==> src/rtl/clock_select_consts.svh <==
`ifndef CLOCK_SELECT_CONSTS_SVH
`define CLOCK_SELECT_CONSTS_SVH

// Register byte offsets
`define OFS_OSC_CONTROL 12'h000
`define OFS_OSC_CONTROL_TWO 12'h004
`define OFS_CLOCK_CONFIG 12'h008

// First control register fields
`define POS_IDLE_EN 7
`define POS_IFS_LO 4
`define POS_RUN_PRIMARY 3
`define POS_HF_STABLE 2
`define POS_SCS_LO 0

// Second control register fields
`define POS_PLL_RUN 7
`define POS_SEC_RUN 6
`define POS_LFSS 5
`define POS_SPLL_EN 4
`define POS_PRI_DRIVE 2

// Clock configuration register fields
`define POS_FOSC_LO 0
`define POS_CFG_PLL_EN 4
`define POS_PLL_MULT_SEL 5
`define POS_SPLL_MULT 6
`define POS_FAIL 8

// Reset values
`define RST_SCS 2'h0
`define RST_IFS 3'h3
`define RST_PRI_DRIVE 1'h1
`define RST_FOSC 4'h2

// Internal block: code 000 and its divide-by-512 tap
`define IFS_LOW_FREQ 3'h0
`define IFS_FULL_RATE 3'h7
`define DIV512_BIT 8

// Fail monitor: low-frequency edges without a primary edge
`define FAIL_LF_EDGES 4'h4

`endif

==> src/rtl/clock_select_pkg.sv <==
package clock_select_pkg;

   // Primary clock kinds selected by the four-bit configuration field
   typedef enum logic [2:0] {
      KIND_RC, KIND_LP, KIND_XT, KIND_INT, KIND_HS, KIND_EC
   } prim_kind_t;

   typedef enum logic [1:0] {PLL_OFF, PLL_X3, PLL_X4} pll_mode_t;

   typedef enum logic [1:0] {SW_IDLE, SW_WAIT_OLD, SW_WAIT_NEW} sw_state_t;

   // Configuration code to primary kind
   function automatic prim_kind_t prim_kind(input logic [3:0] fosc);
      case (fosc)
         4'h0: prim_kind = KIND_LP;
         4'h1: prim_kind = KIND_XT;
         4'h2, 4'h3: prim_kind = KIND_HS;
         4'h4, 4'h5, 4'h6, 4'h7, 4'hA, 4'hB: prim_kind = KIND_EC;
         4'h8, 4'h9: prim_kind = KIND_INT;
         default: prim_kind = KIND_RC;
      endcase
   endfunction

   // Even codes of RC, EC and internal modes give the quarter-rate output
   function automatic logic pin_is_clkout(input logic [3:0] fosc);
      prim_kind_t k;
      k = prim_kind(fosc);
      pin_is_clkout = (k == KIND_RC || k == KIND_EC || k == KIND_INT) &&
         !fosc[0];
   endfunction

   typedef struct packed {
      sw_state_t state;
      logic [1:0] active;
      logic out;
   } switch_state_t;

   typedef struct packed {
      logic idle_en;
      logic [2:0] ifs;
      logic [1:0] system_clock_select;
      logic lfss;
      logic spll_en;
      logic pri_drive;
      logic [3:0] fosc;
      logic cfg_pll_en;
      logic pll_mult_sel;
      logic spll_mult;
      logic fail;
      logic [3:0] fail_cnt;
      logic [8:0] hf_cnt;
      logic hf_prev;
      logic lf_prev;
      logic prim_prev;
      logic sys_prev;
      logic [1:0] div4;
      logic clk_out;
      logic [31:0] rdata;
      logic slverr;
      logic idle_p;
      logic sleep_p;
      logic wdt_tick;
   } ctrl_state_t;

endpackage

==> src/rtl/clk_switch_if.sv <==
`timescale 1ns/1ps
interface clk_switch_if;
   logic [1:0] req_sel;
   logic src_prim;
   logic src_sec;
   logic src_int;
   logic clk_level;
   logic [1:0] active_sel;
   logic busy;

   modport ctrl (output req_sel, output src_prim, output src_sec,
      output src_int, input clk_level, input active_sel, input busy);
   modport sw (input req_sel, input src_prim, input src_sec,
      input src_int, output clk_level, output active_sel, output busy);
endinterface

==> src/rtl/clock_switcher.sv <==
`timescale 1ns/1ps
`include "clock_select_consts.svh"
module clock_switcher (
   // Clock and reset
   input wire logic pclk,
   input wire logic presetn,
   // Selection and source levels
   clk_switch_if.sw sw
);
   import clock_select_pkg::*;

   switch_state_t st_reg;
   switch_state_t st_next;

   // Level of a source by select code; 1x is the internal block
   function automatic logic src_level(input logic [1:0] sel,
         input logic p, input logic s, input logic i);
      src_level = sel[1] ? i : (sel[0] ? s : p);
   endfunction

   logic old_lvl;
   logic new_lvl;
   assign old_lvl = src_level(st_reg.active, sw.src_prim, sw.src_sec,
      sw.src_int);
   assign new_lvl = src_level(sw.req_sel, sw.src_prim, sw.src_sec,
      sw.src_int);

   // Break before make: old source is gated off only while low, and the
   // new one opens only while low, so no runt pulse reaches the output
   always_comb begin
      st_next = st_reg;
      case (st_reg.state)
         SW_IDLE: begin
            st_next.out = old_lvl;
            if (sw.req_sel != st_reg.active) begin
               st_next.state = SW_WAIT_OLD;
            end
         end
         SW_WAIT_OLD: begin
            st_next.out = old_lvl;
            if (!old_lvl) begin
               st_next.out = 1'b0;
               st_next.state = SW_WAIT_NEW;
            end
         end
         SW_WAIT_NEW: begin
            st_next.out = 1'b0;
            if (!new_lvl) begin
               st_next.active = sw.req_sel;
               st_next.state = SW_IDLE;
            end
         end
         default: st_next.state = SW_IDLE;
      endcase
   end

   always_ff @(posedge pclk or negedge presetn) begin
      if (!presetn) begin
         st_reg <= '{state: SW_IDLE, active: `RST_SCS, out: 1'b0};
      end else begin
         st_reg <= st_next;
      end
   end

   assign sw.clk_level = st_reg.out;
   assign sw.active_sel = st_reg.active;
   assign sw.busy = st_reg.state != SW_IDLE;

   // Output held low throughout the gap between sources
   a_gap_held_low: assert property (
      @(posedge pclk) disable iff (!presetn)
      st_reg.state == SW_WAIT_NEW |=> !sw.clk_level)
      else $error("clock output not low during switch gap");

   // Switch completes one edge after the new source is seen low
   a_switch_complete: assert property (
      @(posedge pclk) disable iff (!presetn)
      (st_reg.state == SW_WAIT_NEW && !new_lvl) |=>
      (sw.active_sel == $past(sw.req_sel) && !sw.busy))
      else $error("switch did not complete on low new source");

   c_switch_seen: cover property (
      @(posedge pclk) disable iff (!presetn)
      sw.busy ##1 !sw.busy);
endmodule

==> src/rtl/system_clock_selector.sv <==
`timescale 1ns/1ps
`include "clock_select_consts.svh"
// How it works
// Two-bit select routes one of three sources
// Every reset clears select to primary clock
// Select write switches after short transition
// Three-bit field picks internal block frequency
// Internal frequency write takes effect immediately
// Internal block defaults to 1 MHz
// Code 000 uses low-frequency source select
// Watchdog and monitor always use low oscillator
// Idle enable chooses Sleep or Idle
// PLL multiplier from config and software bits
// PLL off for all other configurations
// PLL input 16 MHz or 8-12 MHz
// Lost external primary falls back internally
// Shared pin gives I/O or quarter clock
// Four-bit config picks one of six sources
// Field positions in both control registers
// Select 1x internal, 01 secondary, 00 primary
// Codes 111..001 give 16 MHz..250 kHz
// Low select 1 divides high oscillator by 512
// Idle enable 1 Idle, 0 Sleep
// Switch without runt pulses or glitches
module system_clock_selector #(
   parameter int FAIL_EDGES = 4
) (
   // APB slave
   input wire logic pclk,
   input wire logic presetn,
   input wire logic psel,
   input wire logic penable,
   input wire logic pwrite,
   input wire logic [11:0] paddr,
   input wire logic [31:0] pwdata,
   input wire logic [3:0] pstrb,
   output logic [31:0] prdata,
   output logic pready,
   output logic pslverr,
   // Oscillator levels, sampled on pclk
   input wire logic prim_osc_in,
   input wire logic sec_osc_in,
   input wire logic high_freq_internal_osc,
   input wire logic low_freq_internal_osc,
   input wire logic hf_stable,
   // Power management
   input wire logic sleep_cmd,
   output logic enter_idle,
   output logic enter_sleep,
   // Clock outputs and status
   output logic sys_clk_level,
   output logic [1:0] sys_source,
   output clock_select_pkg::pll_mode_t pll_mode,
   output logic wdt_tick,
   output logic primary_drive_on,
   output logic clock_fail,
   // Shared oscillator pin
   input wire logic gpio_out,
   output logic shared_osc_pin_o,
   output logic shared_osc_pin_oe_n
);
   import clock_select_pkg::*;

   ctrl_state_t st_reg;
   ctrl_state_t st_next;
   clk_switch_if sw_if ();

   prim_kind_t kind;
   logic int_level;
   logic hf_rise;
   logic lf_rise;
   logic prim_rise;
   logic sys_rise;
   logic external_prim;
   logic setup_ph;
   logic wr_acc;
   logic mapped;
   logic [31:0] rd_word;

   assign kind = prim_kind(st_reg.fosc);
   assign external_prim = kind != KIND_INT;
   assign hf_rise = high_freq_internal_osc && !st_reg.hf_prev;
   assign lf_rise = low_freq_internal_osc && !st_reg.lf_prev;
   assign prim_rise = prim_osc_in && !st_reg.prim_prev;
   assign sys_rise = sw_if.clk_level && !st_reg.sys_prev;

   // Postscaler taps; combinational from the field so a change shows at once
   always_comb begin
      case (st_reg.ifs)
         3'h7: int_level = st_reg.hf_prev;
         3'h6: int_level = st_reg.hf_cnt[0];
         3'h5: int_level = st_reg.hf_cnt[1];
         3'h4: int_level = st_reg.hf_cnt[2];
         3'h3: int_level = st_reg.hf_cnt[3];
         3'h2: int_level = st_reg.hf_cnt[4];
         3'h1: int_level = st_reg.hf_cnt[5];
         default: begin
            // Code 000 picks the 31.25 kHz reference
            int_level = st_reg.lfss ? st_reg.hf_cnt[`DIV512_BIT]
               : low_freq_internal_osc;
         end
      endcase
   end

   // Source levels and select request; a clock failure overrides software
   assign sw_if.src_prim = prim_osc_in && !st_reg.fail;
   assign sw_if.src_sec = sec_osc_in;
   assign sw_if.src_int = int_level;
   assign sw_if.req_sel = st_reg.fail ? 2'h2 : st_reg.system_clock_select;

   clock_switcher u_switch (
      .pclk(pclk),
      .presetn(presetn),
      .sw(sw_if.sw)
   );

   // PLL multiplier only for high-speed external clock or HS crystal
   always_comb begin
      pll_mode = PLL_OFF;
      if (sw_if.active_sel == 2'h0) begin
         if ((st_reg.fosc == 4'h4 || st_reg.fosc == 4'h5) &&
               st_reg.cfg_pll_en) begin
            pll_mode = st_reg.pll_mult_sel ? PLL_X3 : PLL_X4;
         end else if (st_reg.fosc == 4'h2 && st_reg.spll_en) begin
            pll_mode = st_reg.spll_mult ? PLL_X3 : PLL_X4;
         end
      end
   end

   // APB decode; zero wait states, unmapped offsets answer with an error
   assign setup_ph = psel && !penable;
   assign wr_acc = psel && penable && pwrite && mapped;
   assign mapped = paddr == `OFS_OSC_CONTROL ||
      paddr == `OFS_OSC_CONTROL_TWO || paddr == `OFS_CLOCK_CONFIG;

   // Read view of the three registers
   always_comb begin
      rd_word = 32'h0000_0000;
      case (paddr)
         `OFS_OSC_CONTROL: begin
            rd_word[`POS_IDLE_EN] = st_reg.idle_en;
            rd_word[`POS_IFS_LO +: 3] = st_reg.ifs;
            rd_word[`POS_RUN_PRIMARY] = sw_if.active_sel == 2'h0;
            rd_word[`POS_HF_STABLE] = hf_stable;
            rd_word[`POS_SCS_LO +: 2] = st_reg.system_clock_select;
         end
         `OFS_OSC_CONTROL_TWO: begin
            rd_word[`POS_PLL_RUN] = pll_mode != PLL_OFF;
            rd_word[`POS_SEC_RUN] = sw_if.active_sel == 2'h1;
            rd_word[`POS_LFSS] = st_reg.lfss;
            rd_word[`POS_SPLL_EN] = st_reg.spll_en;
            rd_word[`POS_PRI_DRIVE] = st_reg.pri_drive;
         end
         `OFS_CLOCK_CONFIG: begin
            rd_word[`POS_FOSC_LO +: 4] = st_reg.fosc;
            rd_word[`POS_CFG_PLL_EN] = st_reg.cfg_pll_en;
            rd_word[`POS_PLL_MULT_SEL] = st_reg.pll_mult_sel;
            rd_word[`POS_SPLL_MULT] = st_reg.spll_mult;
            rd_word[`POS_FAIL] = st_reg.fail;
         end
         default: rd_word = 32'h0000_0000;
      endcase
   end

   // Next state of every register of the block
   always_comb begin
      st_next = st_reg;
      st_next.hf_prev = high_freq_internal_osc;
      st_next.lf_prev = low_freq_internal_osc;
      st_next.prim_prev = prim_osc_in;
      st_next.sys_prev = sw_if.clk_level;
      st_next.idle_p = 1'b0;
      st_next.sleep_p = 1'b0;
      st_next.wdt_tick = lf_rise;
      if (hf_rise) begin
         st_next.hf_cnt = st_reg.hf_cnt + 9'h001;
      end
      // Quarter-rate clock output follows system clock rising edges
      if (sys_rise) begin
         st_next.div4 = st_reg.div4 + 2'h1;
         if (st_reg.div4 == 2'h1 || st_reg.div4 == 2'h3) begin
            st_next.clk_out = !st_reg.clk_out;
         end
      end
      // Register reads are captured in the setup cycle
      if (setup_ph) begin
         st_next.rdata = pwrite ? 32'h0000_0000 : rd_word;
         st_next.slverr = !mapped;
      end
      // Writes honour byte lanes 0 and 1
      if (wr_acc && paddr == `OFS_OSC_CONTROL && pstrb[0]) begin
         st_next.idle_en = pwdata[`POS_IDLE_EN];
         st_next.ifs = pwdata[`POS_IFS_LO +: 3];
         st_next.system_clock_select = pwdata[`POS_SCS_LO +: 2];
      end
      if (wr_acc && paddr == `OFS_OSC_CONTROL_TWO && pstrb[0]) begin
         st_next.lfss = pwdata[`POS_LFSS];
         st_next.spll_en = pwdata[`POS_SPLL_EN];
         st_next.pri_drive = pwdata[`POS_PRI_DRIVE];
      end
      if (wr_acc && paddr == `OFS_CLOCK_CONFIG && pstrb[0]) begin
         st_next.fosc = pwdata[`POS_FOSC_LO +: 4];
         st_next.cfg_pll_en = pwdata[`POS_CFG_PLL_EN];
         st_next.pll_mult_sel = pwdata[`POS_PLL_MULT_SEL];
         st_next.spll_mult = pwdata[`POS_SPLL_MULT];
      end
      // Failure flag: write one to clear, a new failure wins over it
      if (wr_acc && paddr == `OFS_CLOCK_CONFIG && pstrb[1] &&
            pwdata[`POS_FAIL]) begin
         st_next.fail = 1'b0;
      end
      // Monitor runs on low-frequency edges only, never on the system clock
      if (prim_rise || !external_prim) begin
         st_next.fail_cnt = 4'h0;
      end else if (lf_rise) begin
         if (st_reg.fail_cnt == 4'(FAIL_EDGES - 1)) begin
            st_next.fail = 1'b1;
            st_next.fail_cnt = 4'h0;
         end else begin
            st_next.fail_cnt = st_reg.fail_cnt + 4'h1;
         end
      end
      if (sleep_cmd) begin
         st_next.idle_p = st_reg.idle_en;
         st_next.sleep_p = !st_reg.idle_en;
      end
   end

   // Every reset returns to the primary clock and 1 MHz internal output
   always_ff @(posedge pclk or negedge presetn) begin
      if (!presetn) begin
         st_reg <= '0;
         st_reg.system_clock_select <= `RST_SCS;
         st_reg.ifs <= `RST_IFS;
         st_reg.pri_drive <= `RST_PRI_DRIVE;
         st_reg.fosc <= `RST_FOSC;
         // Oscillator edge detectors start high: a pin already high at release is no edge
         st_reg.hf_prev <= 1'b1;
         st_reg.lf_prev <= 1'b1;
         st_reg.prim_prev <= 1'b1;
      end else begin
         st_reg <= st_next;
      end
   end

   // Outputs
   assign prdata = st_reg.rdata;
   assign pready = 1'b1;
   assign pslverr = st_reg.slverr && psel && penable;
   assign enter_idle = st_reg.idle_p;
   assign enter_sleep = st_reg.sleep_p;
   assign sys_clk_level = sw_if.clk_level;
   assign sys_source = sw_if.active_sel;
   assign wdt_tick = st_reg.wdt_tick;
   assign primary_drive_on = st_reg.pri_drive;
   assign clock_fail = st_reg.fail;
   assign shared_osc_pin_o = pin_is_clkout(st_reg.fosc) ? st_reg.clk_out
      : gpio_out;
   assign shared_osc_pin_oe_n = 1'b0;

   a_reset_primary_sel: assert property (
      @(posedge pclk) $rose(presetn) |-> st_reg.system_clock_select == 2'h0 &&
      st_reg.ifs == 3'h3)
      else $error("reset did not restore primary select and 1 MHz");

   a_fail_forces_int: assert property (
      @(posedge pclk) disable iff (!presetn)
      $rose(st_reg.fail) |-> ##[1:600] sys_source == 2'h2)
      else $error("clock failure did not move to internal block");

   a_fail_needs_edges: assert property (
      @(posedge pclk) disable iff (!presetn)
      $rose(st_reg.fail) |-> $past(lf_rise) && external_prim)
      else $error("failure flagged without low-frequency edge");

   a_pll_off_other: assert property (
      @(posedge pclk) disable iff (!presetn)
      (st_reg.fosc != 4'h2 && st_reg.fosc[3:1] != 3'h2) ||
      (st_reg.fosc == 4'h2 && !st_reg.spll_en) |-> pll_mode == PLL_OFF)
      else $error("PLL active outside its configurations");

   a_pll_ec_mult: assert property (
      @(posedge pclk) disable iff (!presetn)
      (sys_source == 2'h0 && st_reg.fosc[3:1] == 3'h2 &&
      st_reg.cfg_pll_en) |->
      pll_mode == (st_reg.pll_mult_sel ? PLL_X3 : PLL_X4))
      else $error("wrong PLL multiplier for external clock");

   a_low_ref_sel: assert property (
      @(posedge pclk) disable iff (!presetn)
      (st_reg.ifs == 3'h0 && !st_reg.lfss) |->
      sw_if.src_int == low_freq_internal_osc)
      else $error("code 000 did not use low oscillator");

   a_sleep_kind: assert property (
      @(posedge pclk) disable iff (!presetn)
      sleep_cmd |=> (enter_idle == $past(st_reg.idle_en)) &&
      (enter_sleep != enter_idle))
      else $error("sleep command entered the wrong mode");

   a_wdt_tick_src: assert property (
      @(posedge pclk) disable iff (!presetn)
      wdt_tick |-> $past(low_freq_internal_osc, 1) &&
      !$past(low_freq_internal_osc, 2))
      else $error("watchdog tick not from low oscillator edge");

   a_select_write: assert property (
      @(posedge pclk) disable iff (!presetn)
      (wr_acc && paddr == 12'h000 && pstrb[0] && !st_reg.fail) |=>
      sw_if.req_sel == $past(pwdata[1:0]))
      else $error("select write not forwarded to switcher");

   a_pll_primary_only: assert property (
      @(posedge pclk) disable iff (!presetn)
      sys_source != 2'h0 |-> pll_mode == PLL_OFF)
      else $error("PLL active while primary not running");

   a_fail_overrides: assert property (
      @(posedge pclk) disable iff (!presetn)
      st_reg.fail |-> sw_if.req_sel == 2'h2)
      else $error("clock failure did not request internal block");

   a_full_rate_tap: assert property (
      @(posedge pclk) disable iff (!presetn)
      st_reg.ifs == 3'h7 |-> sw_if.src_int == $past(high_freq_internal_osc))
      else $error("code 111 not the high oscillator level");

   a_div512_tap: assert property (
      @(posedge pclk) disable iff (!presetn)
      (st_reg.ifs == 3'h0 && st_reg.lfss) |->
      sw_if.src_int == st_reg.hf_cnt[`DIV512_BIT])
      else $error("code 000 with low select 1 not divided by 512");

   a_pin_io_mode: assert property (
      @(posedge pclk) disable iff (!presetn)
      !pin_is_clkout(st_reg.fosc) |-> shared_osc_pin_o == gpio_out)
      else $error("shared pin not in I/O mode for its code");

   c_fail_event: cover property (
      @(posedge pclk) disable iff (!presetn) $rose(st_reg.fail));
   c_secondary_run: cover property (
      @(posedge pclk) disable iff (!presetn) sys_source == 2'h1);
   c_pll_x3: cover property (
      @(posedge pclk) disable iff (!presetn) pll_mode == PLL_X3);
   c_idle_entry: cover property (
      @(posedge pclk) disable iff (!presetn) enter_idle);
endmodule

==> config.mk <==
export PLATFORM = sky130hd
export DESIGN_NAME = system_clock_selector
export DESIGN_NICKNAME = d
export VERILOG_FILES = /design/src/rtl/clock_select_pkg.sv /design/src/rtl/clk_switch_if.sv /design/src/rtl/clock_switcher.sv /design/src/rtl/system_clock_selector.sv
export VERILOG_INCLUDE_DIRS = /design/src /design/src/rtl
export SDC_FILE = /design/constraint.sdc
export NUM_CORES = 1
export LEC_CHECK = 0
export BUFFER_PORTS_ARGS = -buffer_cell sky130_fd_sc_hd__buf_2
export CORE_MARGIN = 2
export CORE_UTILIZATION = 51
export DETAILED_ROUTE_END_ITERATION = 12
export PLACE_DENSITY_LB_ADDON = 0.12
export SYNTH_ARGS = -nofsm -noshare
export SYNTH_HDL_FRONTEND = slang
export SYNTH_SLANG_ARGS = --single-unit
==> constraint.sdc <==
create_clock -name pclk -period 3.05 [get_ports pclk]
set_input_delay 0.305 -clock pclk [delete_from_list [all_inputs] [get_ports pclk]]
set_output_delay 0.305 -clock pclk [all_outputs]
set_load 0.01 [all_outputs]
==> metrics <==
pwr dens about 520 nW/um^2; root buffer cell clkbuf_8; met1 WL between 2000 and 3000 um; number of global-route vias before repair 1971; mux contribution to synthesized area roughly 11%; sequential share of power a little under three fifths; GRT Total Usage approximately 18%; area fraction in compound gates after synthesis around 8.6%; Max Cap Viol 0; combinational power share between 10% and 20%; share of layout cells above drive strength 1 24.92%; syn_area_per_cell about 10 sq um; Clock Sinks between 50 and 60; fmax between 0.4 and 0.5 GHz; switching share of power between 30% and 40%; Max-slew headroom roughly 44%; WL met3 328 um; clock-pin transition on the worst setup and hold timing paths 100 ps; Max Fanout on Critical Path 5; CTS buffer count 5; CTS tree yes; # setup viols final 0; DR WL met2 around 2500 um; Reg2Reg Depth 5; pre-CTS WS 860.3 ps; I/O pin cnt roughly 110; clk_skew ~10 ps; DRT iter0 DRCs between 90 and 100; Psw approximately 520 uW; hold_buf cts 0; DRC violations left 0; diode count 0; num rows 27; Synth Flop Type dfrtp_1; Die X approximately 80 um; drt total wl 5414 um; Pleak 0.001567 uW; Max rail drop VDD between 0.3 and 0.4 mV; sum of negative setup slack 0 ps; Final Util a little under three fifths; Initial Util around 53%; Yosys reg bits 55; DR WL/cell 13.64 um; fin. max-slew vios 0; simple-gate share of the synthesized area between 10% and 20%; layout net count just under 400; dpl cells 389; Syn Std Cell Area a little under 3000 sq um; Top Layer Used met4; Post-Synth Adder-Cell Area about 1.7%; internal power between 1000 and 1500 uW; post-layout power 1666 uW; total congestion overflow 0; first-pass GRT wire length between 9000 and 10000 um; Die ar. 6391 sq um; post-detail-place hpwl approximately 4000 um; Tmin final 2454 ps; crit start category register; status finished clean; GP Congestion approximately 0.76; largest family of logic cells by synthesized area simple AND/OR/NAND/NOR gates; unrepaired setup endpoints after global routing false; Longest Clk Path Bufs 2; # Post-CTS Setup Buffers 0; worst-margin pin slew around 820 ps; highest-count cells in the layout ignoring fill and taps buf_2 (55), dfrtp_1 (48), conb_1 (25); Final Hold Viols 0; # H-tree levels 2; max reg flops 36; largest net degree at the start of global routing 37; Skew-Pair Late Insertion Delay ~320 ps; synth unique cells 48; DRT Pass-1 Iters 5; die height about 80 um; most common cell after layout, fill and taps aside buf_2; Worst Setup Path Type register to output pin; Layout area overhead 8.039%; initial antenna violation count 0; Reg-to-Reg End u_switch.sw.active_sel[0]$_DFFE_PN0P_; Worst Path Required 2740 ps; Syn Inst Count between 200 and 300; EDFF count, synth 0; critical path arrival about 2200 ps; r2r setup slk about 1100 ps; Final period util approximately four fifths; Synth Area in XOR/XNOR 3.573%; ys async rst share 100.0%; Hold/Removal Path Class input pin to async pin; Final ANT Viol Nets 0; Resized cells post-CTS 0; crit end category output pin; fin cells roughly 400; FF-to-FF Start st_reg[70]$_DFFE_PN1P_; Seq/Total Area, Yosys between 40 and 50%; synth warn 0; via count between 2000 and 2500; vias per cell about 5.2; CORE AREA roughly 5500 sq um; Port Buffer Count 55; part of the power in the clock network roughly a quarter; min setup slack post-route between 500 and 600 ps
-- metrics by stage --
stage	area, sq um	hold WS [ps]
after detailed placement	3097	420.3
after global routing	3178	65.27
final	3178	71.30
after global placement	3097	416.7
after CTS	3178	78.08
after floorplan	3028	9.409
-- logic make-up after synthesis --
kind of cell | after synthesis
multiplexers | 29
XOR/XNOR | 12
AND/OR/NAND/NOR | 88
adder cells (fa/ha/maj) | 4
other | 2
flip-flops | 55
buffers and inverters | 49
AO/OA/AOI/OAI | 42
-- power by group through the flow --
stage | clock network [uW] | logic [uW] | registers [uW]
detailed placement | 0 | 331 | 959
floorplan | 0 | 263 | 928
global placement | 0 | 322 | 955
CTS | 406 | 333 | 944
global route | 440 | 381 | 969
finish | 394 | 328 | 944
-- synthesized netlist by cell type (all sizes together) (2+ instances only) --
cell,number,area (sq um)
a21oi,15,75.07
and2,2,12.51
and3,3,18.77
buf,38,285.3
clkbuf,5,18.77
conb,2,7.510
dfrtp,48,1201
dfstp,7,183.9
ha,4,50.05
inv,6,22.52
mux2,19,236.5
mux2i,10,100.1
nand2,22,82.58
nand2b,8,50.05
nand3,4,20.02
nand3b,4,30.03
nand4,5,31.28
nand4b,2,17.52
nor2,20,75.07
nor2b,4,25.02
nor3,4,20.02
nor3b,2,31.28
nor4,4,31.28
o21ai,14,70.07
o22ai,2,12.51
or3,2,12.51
xnor2,6,52.55
xor2,6,52.55
-- critical path: stages, from the launching register on --
cell       delay (ps)
dfstp_2           570
nand4bb_1         110
a2111oi_0         770
and2_1            240
buf_2             130
-- worst max-delay path by stage --
stage	startpoint	end	slack [ps]	cells after the start
2_1_floorplan	st_reg[70]$_DFFE_PN1P_	u_switch.sw.active_sel[0]$_DFFE_PN0P_	1120	6
3_5_place_dp	paddr[7]	st_reg[67]$_DFFE_PN0P_	860	6
4_1_cts	st_reg[61]$_DFFE_PN1P_	pll_mode[1]	550	4
3_3_place_gp	paddr[7]	st_reg[71]$_DFFE_PN0P_	860	6
5_1_grt	st_reg[61]$_DFFE_PN1P_	pll_mode[1]	390	4
6_report	st_reg[61]$_DFFE_PN1P_	pll_mode[1]	600	4
-- per-layer routing --
metal  vias up  track usage (%)
met1       970            24.32
met4         0            5.763
li1       1003                -
met2        69            30.00
met3         6            4.525
met5         -                0
-- layout make-up --
cell class / instances / area [sq um]
fill: 520 / 2362
sequential: 55 / 1385
multi-input combinational: 200 / 1316
timing repair buffer: 56 / 282.8
tap: 72 / 90.09
clock buffer: 7 / 76.32
inverter: 6 / 22.52
clock inverter: 1 / 5.005
Power figures use the tool's default switching activity.
